File: src/common/svx_regs.svh
// register numbers, field positions and reset values of the vector unit
// assumes a 10-bit special register number and 32-bit register words
`ifndef SVX_REGS_SVH
`define SVX_REGS_SVH
// ==========================================================
// special register numbers
`define SVX_SPR_ALIGN 10'h195
`define SVX_SPR_UNAVAIL 10'h210
`define SVX_SPR_FPDATA 10'h211
`define SVX_SPR_FPROUND 10'h212
`define SVX_SPR_PREFIX 10'h3F0
`define SVX_SPR_STATUS 10'h3F1
// ==========================================================
// status word fields (64-bit bit n sits at word bit 63-n)
`define SVX_ST_SOV 15
`define SVX_ST_OV 14
`define SVX_ST_OVH 30
`define SVX_ST_RNDEN 6
`define SVX_ST_DATEN 5
// ==========================================================
// vector address forming
`define SVX_PFX_LSB 16
`define SVX_OFF_LSB 4
`define SVX_ALIGN_MASK 3'h7
// ==========================================================
// sign bits and reset values
`define SVX_SIGN_HI 63
`define SVX_SIGN_LO 31
`define SVX_RST_WORD 32'h0000_0000
`define SVX_RST_WIDE 64'h0000_0000_0000_0000
`endif

File: src/common/svx_pkg.sv
// types shared by the vector unit and its bench
// assumes the register header is included beside it
package svx_pkg;
  // ==========================================================
  // issued operations
  typedef enum logic [3:0] {
    OP_ADDS, OP_ADDU, OP_SUBU, OP_ADDM, OP_MULF, OP_MACG, OP_MACGU,
    OP_CMPEQ, OP_CMPGTS, OP_CMPGTU, OP_SEL, OP_LDST,
    OP_FABSS, OP_FABSV, OP_FABSD
  } svx_op_t;
  // interrupt causes
  typedef enum logic [2:0] {
    IRQ_NONE, IRQ_ALIGN, IRQ_UNAVAIL, IRQ_FPDATA, IRQ_FPROUND
  } svx_irq_t;
endpackage

File: src/logic/svx_unit.sv
// two-element vector datapath with its trap vectoring and overflow status
// assumes the core issues one op a cycle and owns the condition register
// Summary of operation
// - misaligned vector load or store vectors through the alignment offset
// - unit-unavailable trap takes its offset from its own register
// - float data and float round traps each use their own offset
// - any vector-related trap sets the vector syndrome bit
// - compares write a condition field; select reads condition bits
// - unit disabled: issued op traps instead of executing
// - ops work on two 32-bit elements; accumulator chains accumulates
// - 64-bit operands move only through the vector load/store op
// - vector single and double use 64 bits; scalar single low word
// - unsigned result above max or below zero sets element overflow
// - signed result outside two's-complement range sets element overflow
// - unsigned fraction point left of msb; out of range may overflow
// - unsigned fractions use the unsigned integer ops, no own ops
// - guarded unsigned fraction 64 bits, always wraps, no overflow
// - signed fraction point right of sign; out of range may overflow
// - signed fraction product shifts left one, zero into lsb
// - guarded signed fraction 64 bits, always wraps, no overflow
// - low overflow set or cleared per result; modulo ops keep it
// - summary overflow set with low overflow, sticky until written zero
`include "svx_regs.svh"
module svx_unit
  import svx_pkg::*;
(
  input wire logic clock,
  input wire logic nrst,
  input wire logic sprWrEn,
  input wire logic sprRdEn,
  input wire logic [9:0] sprNum,
  input wire logic [31:0] sprWrData,
  output logic [31:0] sprRdData,
  input wire logic issueValid,
  input wire svx_op_t issueOp,
  input wire logic [63:0] opA,
  input wire logic [63:0] opB,
  input wire logic [2:0] crFieldSel,
  input wire logic [3:0] crIn,
  input wire logic msrAvail,
  input wire logic fpInexact,
  input wire logic otherIrq,
  output logic resValid,
  output logic [63:0] result,
  output logic [63:0] acc,
  output logic crWrEn,
  output logic [2:0] crFieldOut,
  output logic [3:0] crValue,
  output logic irqTake,
  output logic [31:0] irqVector,
  output logic vecSyndrome,
  output logic ovLow,
  output logic ovHigh,
  output logic sumOv
);
  // ==========================================================
  // element helpers
  // add or subtract with saturation; returns {overflow, value}
  function automatic logic [32:0] satAdd(input logic [31:0] a,
    input logic [31:0] b, input logic sgn, input logic sub);
    logic [32:0] s;
    logic [31:0] bb;
    logic ov;
    logic [31:0] sat;
    bb = sub ? ~b : b;
    s = {1'b0, a} + {1'b0, bb} + {32'h0000_0000, sub};
    if (sgn)
    begin
      ov = (a[31] == bb[31]) && (s[31] != a[31]);
      sat = a[31] ? {1'b1, 31'h0000_0000} : {1'b0, 31'h7FFF_FFFF};
    end
    else
    begin
      ov = sub ? !s[32] : s[32];
      sat = sub ? 32'h0000_0000 : 32'hFFFF_FFFF;
    end
    satAdd = ov ? {1'b1, sat} : {1'b0, s[31:0]};
  endfunction

  // signed fraction product: redundant sign dropped, zero lsb
  function automatic logic [32:0] fracMul(input logic [15:0] a,
    input logic [15:0] b);
    logic [31:0] p;
    p = $signed(a) * $signed(b);
    if (a == 16'h8000 && b == 16'h8000)
      fracMul = {1'b1, 32'h7FFF_FFFF}; // minus one squared cannot fit
    else
      fracMul = {1'b0, p[30:0], 1'b0};
  endfunction

  // single precision infinity, nan or denorm
  function automatic logic spSpecial(input logic [31:0] f);
    spSpecial = (f[30:23] == 8'hFF) || (f[30:23] == 8'h00 && f[22:0] != 23'h0);
  endfunction

  // ==========================================================
  // registers and datapath wires
  logic [31:0] alignOff;
  logic [31:0] unavailOff;
  logic [31:0] fpDataOff;
  logic [31:0] fpRoundOff;
  logic [31:0] prefix;
  logic fpDataEn;
  logic fpRoundEn;
  logic [63:0] next_res;
  logic [63:0] next_acc;
  logic [3:0] next_cr;
  logic next_ovL;
  logic next_ovH;
  logic setOvL;
  logic setOvH;
  logic keepOv;
  logic crHit;
  logic done;
  svx_irq_t fault;
  logic [32:0] eLo;
  logic [32:0] eHi;
  logic [63:0] gProd;
  logic [31:0] selOff;
  logic stWr;
  logic [31:0] next_rd;

  assign stWr = sprWrEn && sprNum == `SVX_SPR_STATUS;

  // ==========================================================
  // issue decode and element arithmetic
  always_comb
  begin
    next_res = `SVX_RST_WIDE;
    next_acc = acc;
    next_cr = 4'h0;
    setOvL = 1'b0;
    setOvH = 1'b0;
    keepOv = 1'b1;
    crHit = 1'b0;
    done = 1'b0;
    fault = IRQ_NONE;
    eLo = 33'h0_0000_0000;
    eHi = 33'h0_0000_0000;
    gProd = `SVX_RST_WIDE;
    if (issueValid)
    begin
      if (!msrAvail)
        fault = IRQ_UNAVAIL; // nothing executes while unit is off
      else
      begin
        done = 1'b1;
        case (issueOp)
          OP_ADDS, OP_ADDU, OP_SUBU:
          begin
            // per element, high word [63:32] and low word [31:0]
            eLo = satAdd(opA[31:0], opB[31:0], issueOp == OP_ADDS,
              issueOp == OP_SUBU);
            eHi = satAdd(opA[63:32], opB[63:32], issueOp == OP_ADDS,
              issueOp == OP_SUBU);
            next_res = {eHi[31:0], eLo[31:0]};
            keepOv = 1'b0;
          end
          OP_ADDM:
            // modulo wraps and leaves both flags alone
            next_res = {opA[63:32] + opB[63:32], opA[31:0] + opB[31:0]};
          OP_MULF:
          begin
            eLo = fracMul(opA[31:16], opB[31:16]);
            eHi = fracMul(opA[63:48], opB[63:48]);
            next_res = {eHi[31:0], eLo[31:0]};
            keepOv = 1'b0;
          end
          OP_MACG:
          begin
            // guarded signed fraction: sign-extended, wraps mod 2^64
            eLo = fracMul(opA[31:16], opB[31:16]);
            if (opA[31:16] == 16'h8000 && opB[31:16] == 16'h8000)
              gProd = {32'h0000_0000, 32'h8000_0000};
            else
              gProd = {{32{eLo[31]}}, eLo[31:0]};
            next_acc = acc + gProd; // accumulate chains back to back
            next_res = next_acc;
            eLo = 33'h0_0000_0000;
          end
          OP_MACGU:
          begin
            // unsigned fractions ride the unsigned integer form
            // widened first so the full 32-bit product is kept
            gProd = {48'h0000_0000_0000, opA[31:16]} * {48'h0000_0000_0000, opB[31:16]};
            next_acc = acc + gProd; // modulo, no flag
            next_res = next_acc;
          end
          OP_CMPEQ, OP_CMPGTS, OP_CMPGTU:
          begin
            crHit = 1'b1;
            done = 1'b0;
            if (issueOp == OP_CMPEQ)
            begin
              next_cr[3] = opA[63:32] == opB[63:32];
              next_cr[2] = opA[31:0] == opB[31:0];
            end
            else if (issueOp == OP_CMPGTS)
            begin
              next_cr[3] = $signed(opA[63:32]) > $signed(opB[63:32]);
              next_cr[2] = $signed(opA[31:0]) > $signed(opB[31:0]);
            end
            else
            begin
              next_cr[3] = opA[63:32] > opB[63:32];
              next_cr[2] = opA[31:0] > opB[31:0];
            end
            next_cr[1] = next_cr[3] | next_cr[2];
            next_cr[0] = next_cr[3] & next_cr[2]; // field written
          end
          OP_SEL:
            // condition bits pick each element
            next_res = {crIn[3] ? opA[63:32] : opB[63:32],
              crIn[2] ? opA[31:0] : opB[31:0]};
          OP_LDST:
          begin
            // only path for whole 64-bit operands
            if ((opA[2:0] & `SVX_ALIGN_MASK) != 3'h0)
            begin
              fault = IRQ_ALIGN;
              done = 1'b0;
            end
            else
              next_res = opB;
          end
          OP_FABSS, OP_FABSV, OP_FABSD:
          begin
            next_res = opA;
            if (issueOp != OP_FABSD)
              next_res[`SVX_SIGN_LO] = 1'b0; // scalar single: low word
            if (issueOp != OP_FABSS)
              next_res[`SVX_SIGN_HI] = 1'b0; // vector and double: 64 bits
            if (fpDataEn && ((issueOp != OP_FABSD && spSpecial(opA[31:0]))
              || (issueOp == OP_FABSV && spSpecial(opA[63:32]))
              || (issueOp == OP_FABSD && opA[62:52] == 11'h7FF)))
            begin
              fault = IRQ_FPDATA;
              done = 1'b0;
            end
            else if (fpRoundEn && fpInexact)
              fault = IRQ_FPROUND;
          end
          default:
            done = 1'b0;
        endcase
        setOvL = !keepOv && eLo[32];
        setOvH = !keepOv && eHi[32];
      end
    end
  end

  // flags follow each saturating add, subtract or fraction-multiply result, and keep under all other ops
  assign next_ovL = keepOv ? (stWr ? sprWrData[`SVX_ST_OV] : ovLow) : setOvL;
  assign next_ovH = keepOv ? (stWr ? sprWrData[`SVX_ST_OVH] : ovHigh) : setOvH;

  // ==========================================================
  // offset select by cause
  always_comb
  begin
    case (fault)
      IRQ_ALIGN: selOff = alignOff;
      IRQ_UNAVAIL: selOff = unavailOff;
      IRQ_FPDATA: selOff = fpDataOff;
      IRQ_FPROUND: selOff = fpRoundOff;
      default: selOff = `SVX_RST_WORD;
    endcase
  end

  // ==========================================================
  // special registers, software side
  always_ff @(posedge clock or negedge nrst)
  begin
    if (!nrst)
    begin
      alignOff <= `SVX_RST_WORD;
      unavailOff <= `SVX_RST_WORD;
      fpDataOff <= `SVX_RST_WORD;
      fpRoundOff <= `SVX_RST_WORD;
      prefix <= `SVX_RST_WORD;
      fpDataEn <= 1'b0;
      fpRoundEn <= 1'b0;
    end
    else if (sprWrEn)
    begin
      case (sprNum)
        `SVX_SPR_ALIGN: alignOff <= sprWrData;
        `SVX_SPR_UNAVAIL: unavailOff <= sprWrData;
        `SVX_SPR_FPDATA: fpDataOff <= sprWrData;
        `SVX_SPR_FPROUND: fpRoundOff <= sprWrData;
        `SVX_SPR_PREFIX: prefix <= sprWrData;
        `SVX_SPR_STATUS:
        begin
          fpDataEn <= sprWrData[`SVX_ST_DATEN];
          fpRoundEn <= sprWrData[`SVX_ST_RNDEN];
        end
        default: prefix <= prefix;
      endcase
    end
  end

  // read mux; unknown numbers read zero
  always_comb
  begin
    next_rd = `SVX_RST_WORD;
    case (sprNum)
      `SVX_SPR_ALIGN: next_rd = alignOff;
      `SVX_SPR_UNAVAIL: next_rd = unavailOff;
      `SVX_SPR_FPDATA: next_rd = fpDataOff;
      `SVX_SPR_FPROUND: next_rd = fpRoundOff;
      `SVX_SPR_PREFIX: next_rd = prefix;
      `SVX_SPR_STATUS:
      begin
        next_rd[`SVX_ST_SOV] = sumOv;
        next_rd[`SVX_ST_OV] = ovLow;
        next_rd[`SVX_ST_OVH] = ovHigh;
        next_rd[`SVX_ST_DATEN] = fpDataEn;
        next_rd[`SVX_ST_RNDEN] = fpRoundEn;
      end
      default: next_rd = `SVX_RST_WORD;
    endcase
  end

  always_ff @(posedge clock or negedge nrst)
  begin
    if (!nrst)
      sprRdData <= `SVX_RST_WORD;
    else if (sprRdEn)
      sprRdData <= next_rd;
  end

  // ==========================================================
  // overflow status; hardware set beats a software clear
  always_ff @(posedge clock or negedge nrst)
  begin
    if (!nrst)
    begin
      ovLow <= 1'b0;
      ovHigh <= 1'b0;
      sumOv <= 1'b0;
    end
    else
    begin
      ovLow <= next_ovL;
      ovHigh <= next_ovH;
      if (setOvL)
        sumOv <= 1'b1;
      else if (stWr)
        sumOv <= sprWrData[`SVX_ST_SOV]; // sticky until zero written
    end
  end

  // ==========================================================
  // results, accumulator and condition field
  always_ff @(posedge clock or negedge nrst)
  begin
    if (!nrst)
    begin
      resValid <= 1'b0;
      result <= `SVX_RST_WIDE;
      acc <= `SVX_RST_WIDE;
      crWrEn <= 1'b0;
      crFieldOut <= 3'h0;
      crValue <= 4'h0;
    end
    else
    begin
      resValid <= done;
      result <= done ? next_res : result;
      if (done)
        acc <= next_acc;
      crWrEn <= crHit;
      crFieldOut <= crHit ? crFieldSel : crFieldOut;
      crValue <= crHit ? next_cr : crValue;
    end
  end

  // ==========================================================
  // trap vectoring and syndrome
  always_ff @(posedge clock or negedge nrst)
  begin
    if (!nrst)
    begin
      irqTake <= 1'b0;
      irqVector <= `SVX_RST_WORD;
      vecSyndrome <= 1'b0;
    end
    else
    begin
      irqTake <= fault != IRQ_NONE;
      if (fault != IRQ_NONE)
        irqVector <= {prefix[31:`SVX_PFX_LSB], selOff[`SVX_PFX_LSB-1:`SVX_OFF_LSB],
          4'h0};
      // a vector trap in the same cycle beats the clear
      if (fault != IRQ_NONE)
        vecSyndrome <= 1'b1;
      else if (otherIrq)
        vecSyndrome <= 1'b0;
    end
  end
endmodule // svx_unit

File: config.mk
export PLATFORM = sky130hd
export DESIGN_NAME = svx_unit
export DESIGN_NICKNAME = d
export VERILOG_FILES = /design/src/common/svx_pkg.sv /design/src/logic/svx_unit.sv
export VERILOG_INCLUDE_DIRS = /design/src /design/src/common
export SDC_FILE = /design/constraint.sdc
export NUM_CORES = 2
export LEC_CHECK = 0
export ABC_AREA = 1
export BUFFER_PORTS_ARGS = -buffer_cell sky130_fd_sc_hd__buf_2
export CAP_MARGIN = 20
export CORE_UTILIZATION = 40
export DETAILED_ROUTE_END_ITERATION = 10
export GPL_ROUTABILITY_DRIVEN = 0
export HOLD_SLACK_MARGIN = 0.02
export SYNTH_ARGS = -nofsm -noshare
export SYNTH_HDL_FRONTEND = slang
export SYNTH_SLANG_ARGS = --single-unit
File: constraint.sdc
create_clock -name clock -period 5.8 [get_ports clock]
set_input_delay 0.29 -clock clock [delete_from_list [all_inputs] [get_ports clock]]
set_output_delay 0.29 -clock clock [all_outputs]
set_load 0.1 [all_outputs]
==> qor.csv <==
metric,value,unit
outcome,"finished, violations left",
failing checks,negative setup slack,
gate count of the mapped netlist,8907,
final count of negative-setup-slack endpoints,109,
register-to-register setup slack,-270,ps
IO Count,395,
drt pass-1 iters,9,
global route total overflow,0,
sequential share of the synthesized area,14.83,%
# rows,143,
Clock Pin Slew Worst Setup and Hold Paths,60,ps
headroom to the max-slew limit,28.87,%
"Max FO, Critical Path",13,
Post-synth ARST share,100.0,%
cell count of the worst reg-to-reg path,21,
number of pins exceeding their max-slew limit in the final report,0,
kind of end point of the critical path,flip-flop,
setup slack after layout,-1522,ps
setup repair after global routing missed its margin,yes,
CP Data Arrival Time,7840,ps
hpwl dp,221800,um
worst slack at placement,-2832,ps
DRC Markers,0,
aggregate global-route resource usage,34.05,%
Fillers,14720,
Die X,393.9,um
number of unique standard cell types used by synthesis,67,
CP max stage cell,sky130_fd_sc_hd__fa_2,
clock sink count,364,
clock tree from TritonCTS,built,
final critical-path required period,7322,ps
pin count of the biggest net entering global routing,136,
Fmax,0.1366,GHz
buffers added on ports,388,
total standard cell area after synthesis,61420,sq um
top post-synthesis cells by area,"sky130_fd_sc_hd__fa_1, sky130_fd_sc_hd__dfrtp_1, sky130_fd_sc_hd__nand2_1",
RR Startpoint,acc[15],
# nets final,11700,
element type at the critical path start,input pin,
instance count along the most critical hold path,3,
initial antenna violation count,23,
routed vias,67670,
core area,152300,sq um
destination of the worst register-to-register timing path,result[48],
Yosys Warn Count,0,
CP Class,in -> reg,
die extent in y,393.9,um
share of Yosys cell area claimed by the top area cell type,21.28,%
clock latency reported for the late side of the worst-skew pair,650,ps
Post-Route Setup TNS,-120520,ps
via count of the first global-routing pass,66370,
type of the tightest min-delay check,in -> reg,
capturing element of the worst setup path,result[54],
Max Root-Sink Buffers,3,
share of the cycle needed by the critical path after routing,126.2,%
crit path from,opB[20],
Post-Synthesis Mean Instance Area,6.896,sq um
overall die area,155100,sq um
Fin Clk Skew,50.84,ps
top cell type by total area after synthesis,sky130_fd_sc_hd__fa_1,
max-cap viol count,0,
wire length of the first global-routing pass,404100,um
detailed-route vias per instance,5.445,
number of levels the H-tree was split into,2,
effective utilization at floorplan,40.34,%
clock root buffer master,sky130_fd_sc_hd__clkbuf_16,
hold violation count in the final report,0,
Tightest Pin Transition,1064,ps
"Area growth, synth to finish",31.15,%
highest cell delay on the worst timing path,570,ps
routed length per placed instance,21.96,um
Required @ worst endpoint,6320,ps
total length of routed wires,272900,um
"most common cell after layout, fill and taps aside",sky130_fd_sc_hd__nand2_1,
"top library cells by usage in the layout, fill and taps aside","sky130_fd_sc_hd__nand2_1, sky130_fd_sc_hd__inv_1, sky130_fd_sc_hd__buf_4",
most frequently used flop master after synthesis,sky130_fd_sc_hd__dfrtp_1,
Num CTS Buffers,45,
count of routing violations after the opening detailed-route iteration,7008,
final antenna-violating net count,0,
share of layout cells above drive strength 1,23.62,%
dominant cell type by count on the critical path,sky130_fd_sc_hd__nand2_1,
synthesis-stage register bit count,364,
number of flops mapped to enable cells by yosys,0,
==> synth_stat cells, types with 11 or more instances <==
cell type	n
sky130_fd_sc_hd__clkbuf_1	206
sky130_fd_sc_hd__nand2_2	16
sky130_fd_sc_hd__inv_2	14
sky130_fd_sc_hd__o21ai_1	74
sky130_fd_sc_hd__xnor2_1	79
sky130_fd_sc_hd__o21bai_1	58
sky130_fd_sc_hd__nand2_1	2220
sky130_fd_sc_hd__o211ai_1	22
sky130_fd_sc_hd__buf_4	11
sky130_fd_sc_hd__a21oi_1	456
sky130_fd_sc_hd__a21o_1	37
sky130_fd_sc_hd__a31oi_1	43
sky130_fd_sc_hd__a221oi_1	50
sky130_fd_sc_hd__nand4_1	93
sky130_fd_sc_hd__buf_1	36
sky130_fd_sc_hd__a21boi_0	12
sky130_fd_sc_hd__nand3b_1	48
sky130_fd_sc_hd__o22ai_1	32
sky130_fd_sc_hd__nor4_1	42
sky130_fd_sc_hd__inv_1	1790
sky130_fd_sc_hd__fa_1	653
sky130_fd_sc_hd__nor2_1	708
sky130_fd_sc_hd__dfrtp_1	364
sky130_fd_sc_hd__buf_2	33
sky130_fd_sc_hd__and2_1	12
sky130_fd_sc_hd__ha_1	496
sky130_fd_sc_hd__a211oi_1	13
sky130_fd_sc_hd__xor2_1	125
sky130_fd_sc_hd__nand3_1	410
sky130_fd_sc_hd__or2_2	29
sky130_fd_sc_hd__o21ai_0	496
sky130_fd_sc_hd__nor3_1	103
sky130_fd_sc_hd__o21a_1	15
sky130_fd_sc_hd__a22oi_1	11
==> cell families (layout without fill, tap and decap cells) <==
family,Yosys count,after routing,share of synthesized area (%)
AOI/OAI and AO/OA,1371,1371,12.72
xor gates and xnor gates,204,204,2.909
adders and majority gates,1149,1149,31.39
buffers and inverters,2106,3589,13.11
DFF,364,364,14.83
other,1,10,0.006105
and+or+nand+nor,3712,3712,25.04
==> per-layer routing <==
layer  global-route usage (%)  up-vias  wire, um
met5                        0        -       166
met3                    6.481      968     25790
met1                    42.47    32360    103700
met2                    53.88     3550    121000
li1                         -    30760         -
met4                    22.02       28     22170
==> flip-flops by register name (all words and copies together) (netlist names) <==
| name | cells |
|---|---|
| resValid | 1 |
| alignOff | 32 |
| crWrEn | 1 |
| acc | 64 |
| ovLow | 1 |
| result | 64 |
| irqVector | 28 |
| unavailOff | 32 |
| ovHigh | 1 |
| fpDataOff | 32 |
| crFieldOut | 3 |
| fpRoundEn | 1 |
| vecSyndrome | 1 |
| sprRdData | 32 |
| crValue | 4 |
| fpDataEn | 1 |
| prefix | 32 |
| fpRoundOff | 32 |
| irqTake | 1 |
| sumOv | 1 |
==> worst max-delay path: cells and delay by family <==
kind,cells,cell delay [ps]
AOI/OAI and AO/OA,4,660
xor gates and xnor gates,1,290
buffers and inverters,13,1170
and+or+nand+nor,17,1720
adders and majority gates,8,3670
==> worst min path at each step <==
stage	from	to	slack (ps)
2_1_floorplan	nrst	acc[0]	-6
3_3_place_gp	nrst	irqVector[16]	430
3_5_place_dp	nrst	irqVector[16]	450
4_1_cts	sprWrData[7]	fpDataOff[7]	20
5_1_grt	sprWrData[7]	prefix[7]	40
6_report	sprWrData[7]	fpDataOff[7]	30
==> timing repair <==
action,4_1_cts,5_1_grt
resized for setup,617,314
endpoints found under the hold margin,216,0
pin swaps,126,130
endpoints found under the setup margin,111,110
buffers inserted,72,44
hold buffers,28,0
cloned,6,3
==> area by class of cell <==
cell class              instances  area (sq um)  area share [%]
diodes                          6         15.01         0.01864
clock inverters                19         310.3          0.3852
well taps                    2030          2540           3.153
inverters                    1811          6820           8.466
clock buffers                  57          1211           1.503
repair buffers               1702         12960           16.09
multi-input cells            6440         47590           59.08
flip-flops and latches        364          9109           11.31
==> through the flow <==
stage | hold WS (ps) | cells | area, sq um | util, %
final | 25.12 | 12430 | 80560 | 52.91
after global routing | 36.86 | 12430 | 80550 | 52.90
after CTS | 20.11 | 12380 | 78860 | 51.79
after detailed placement | 448.4 | 12200 | 73960 | 48.57
after global placement | 428.6 | 12190 | 73920 | 48.55
after floorplan | -5.591 | 8910 | 61730 | -
Power is not shown: default switching activity piles up to over one toggle a cycle in this logic, so the estimate is an artifact.
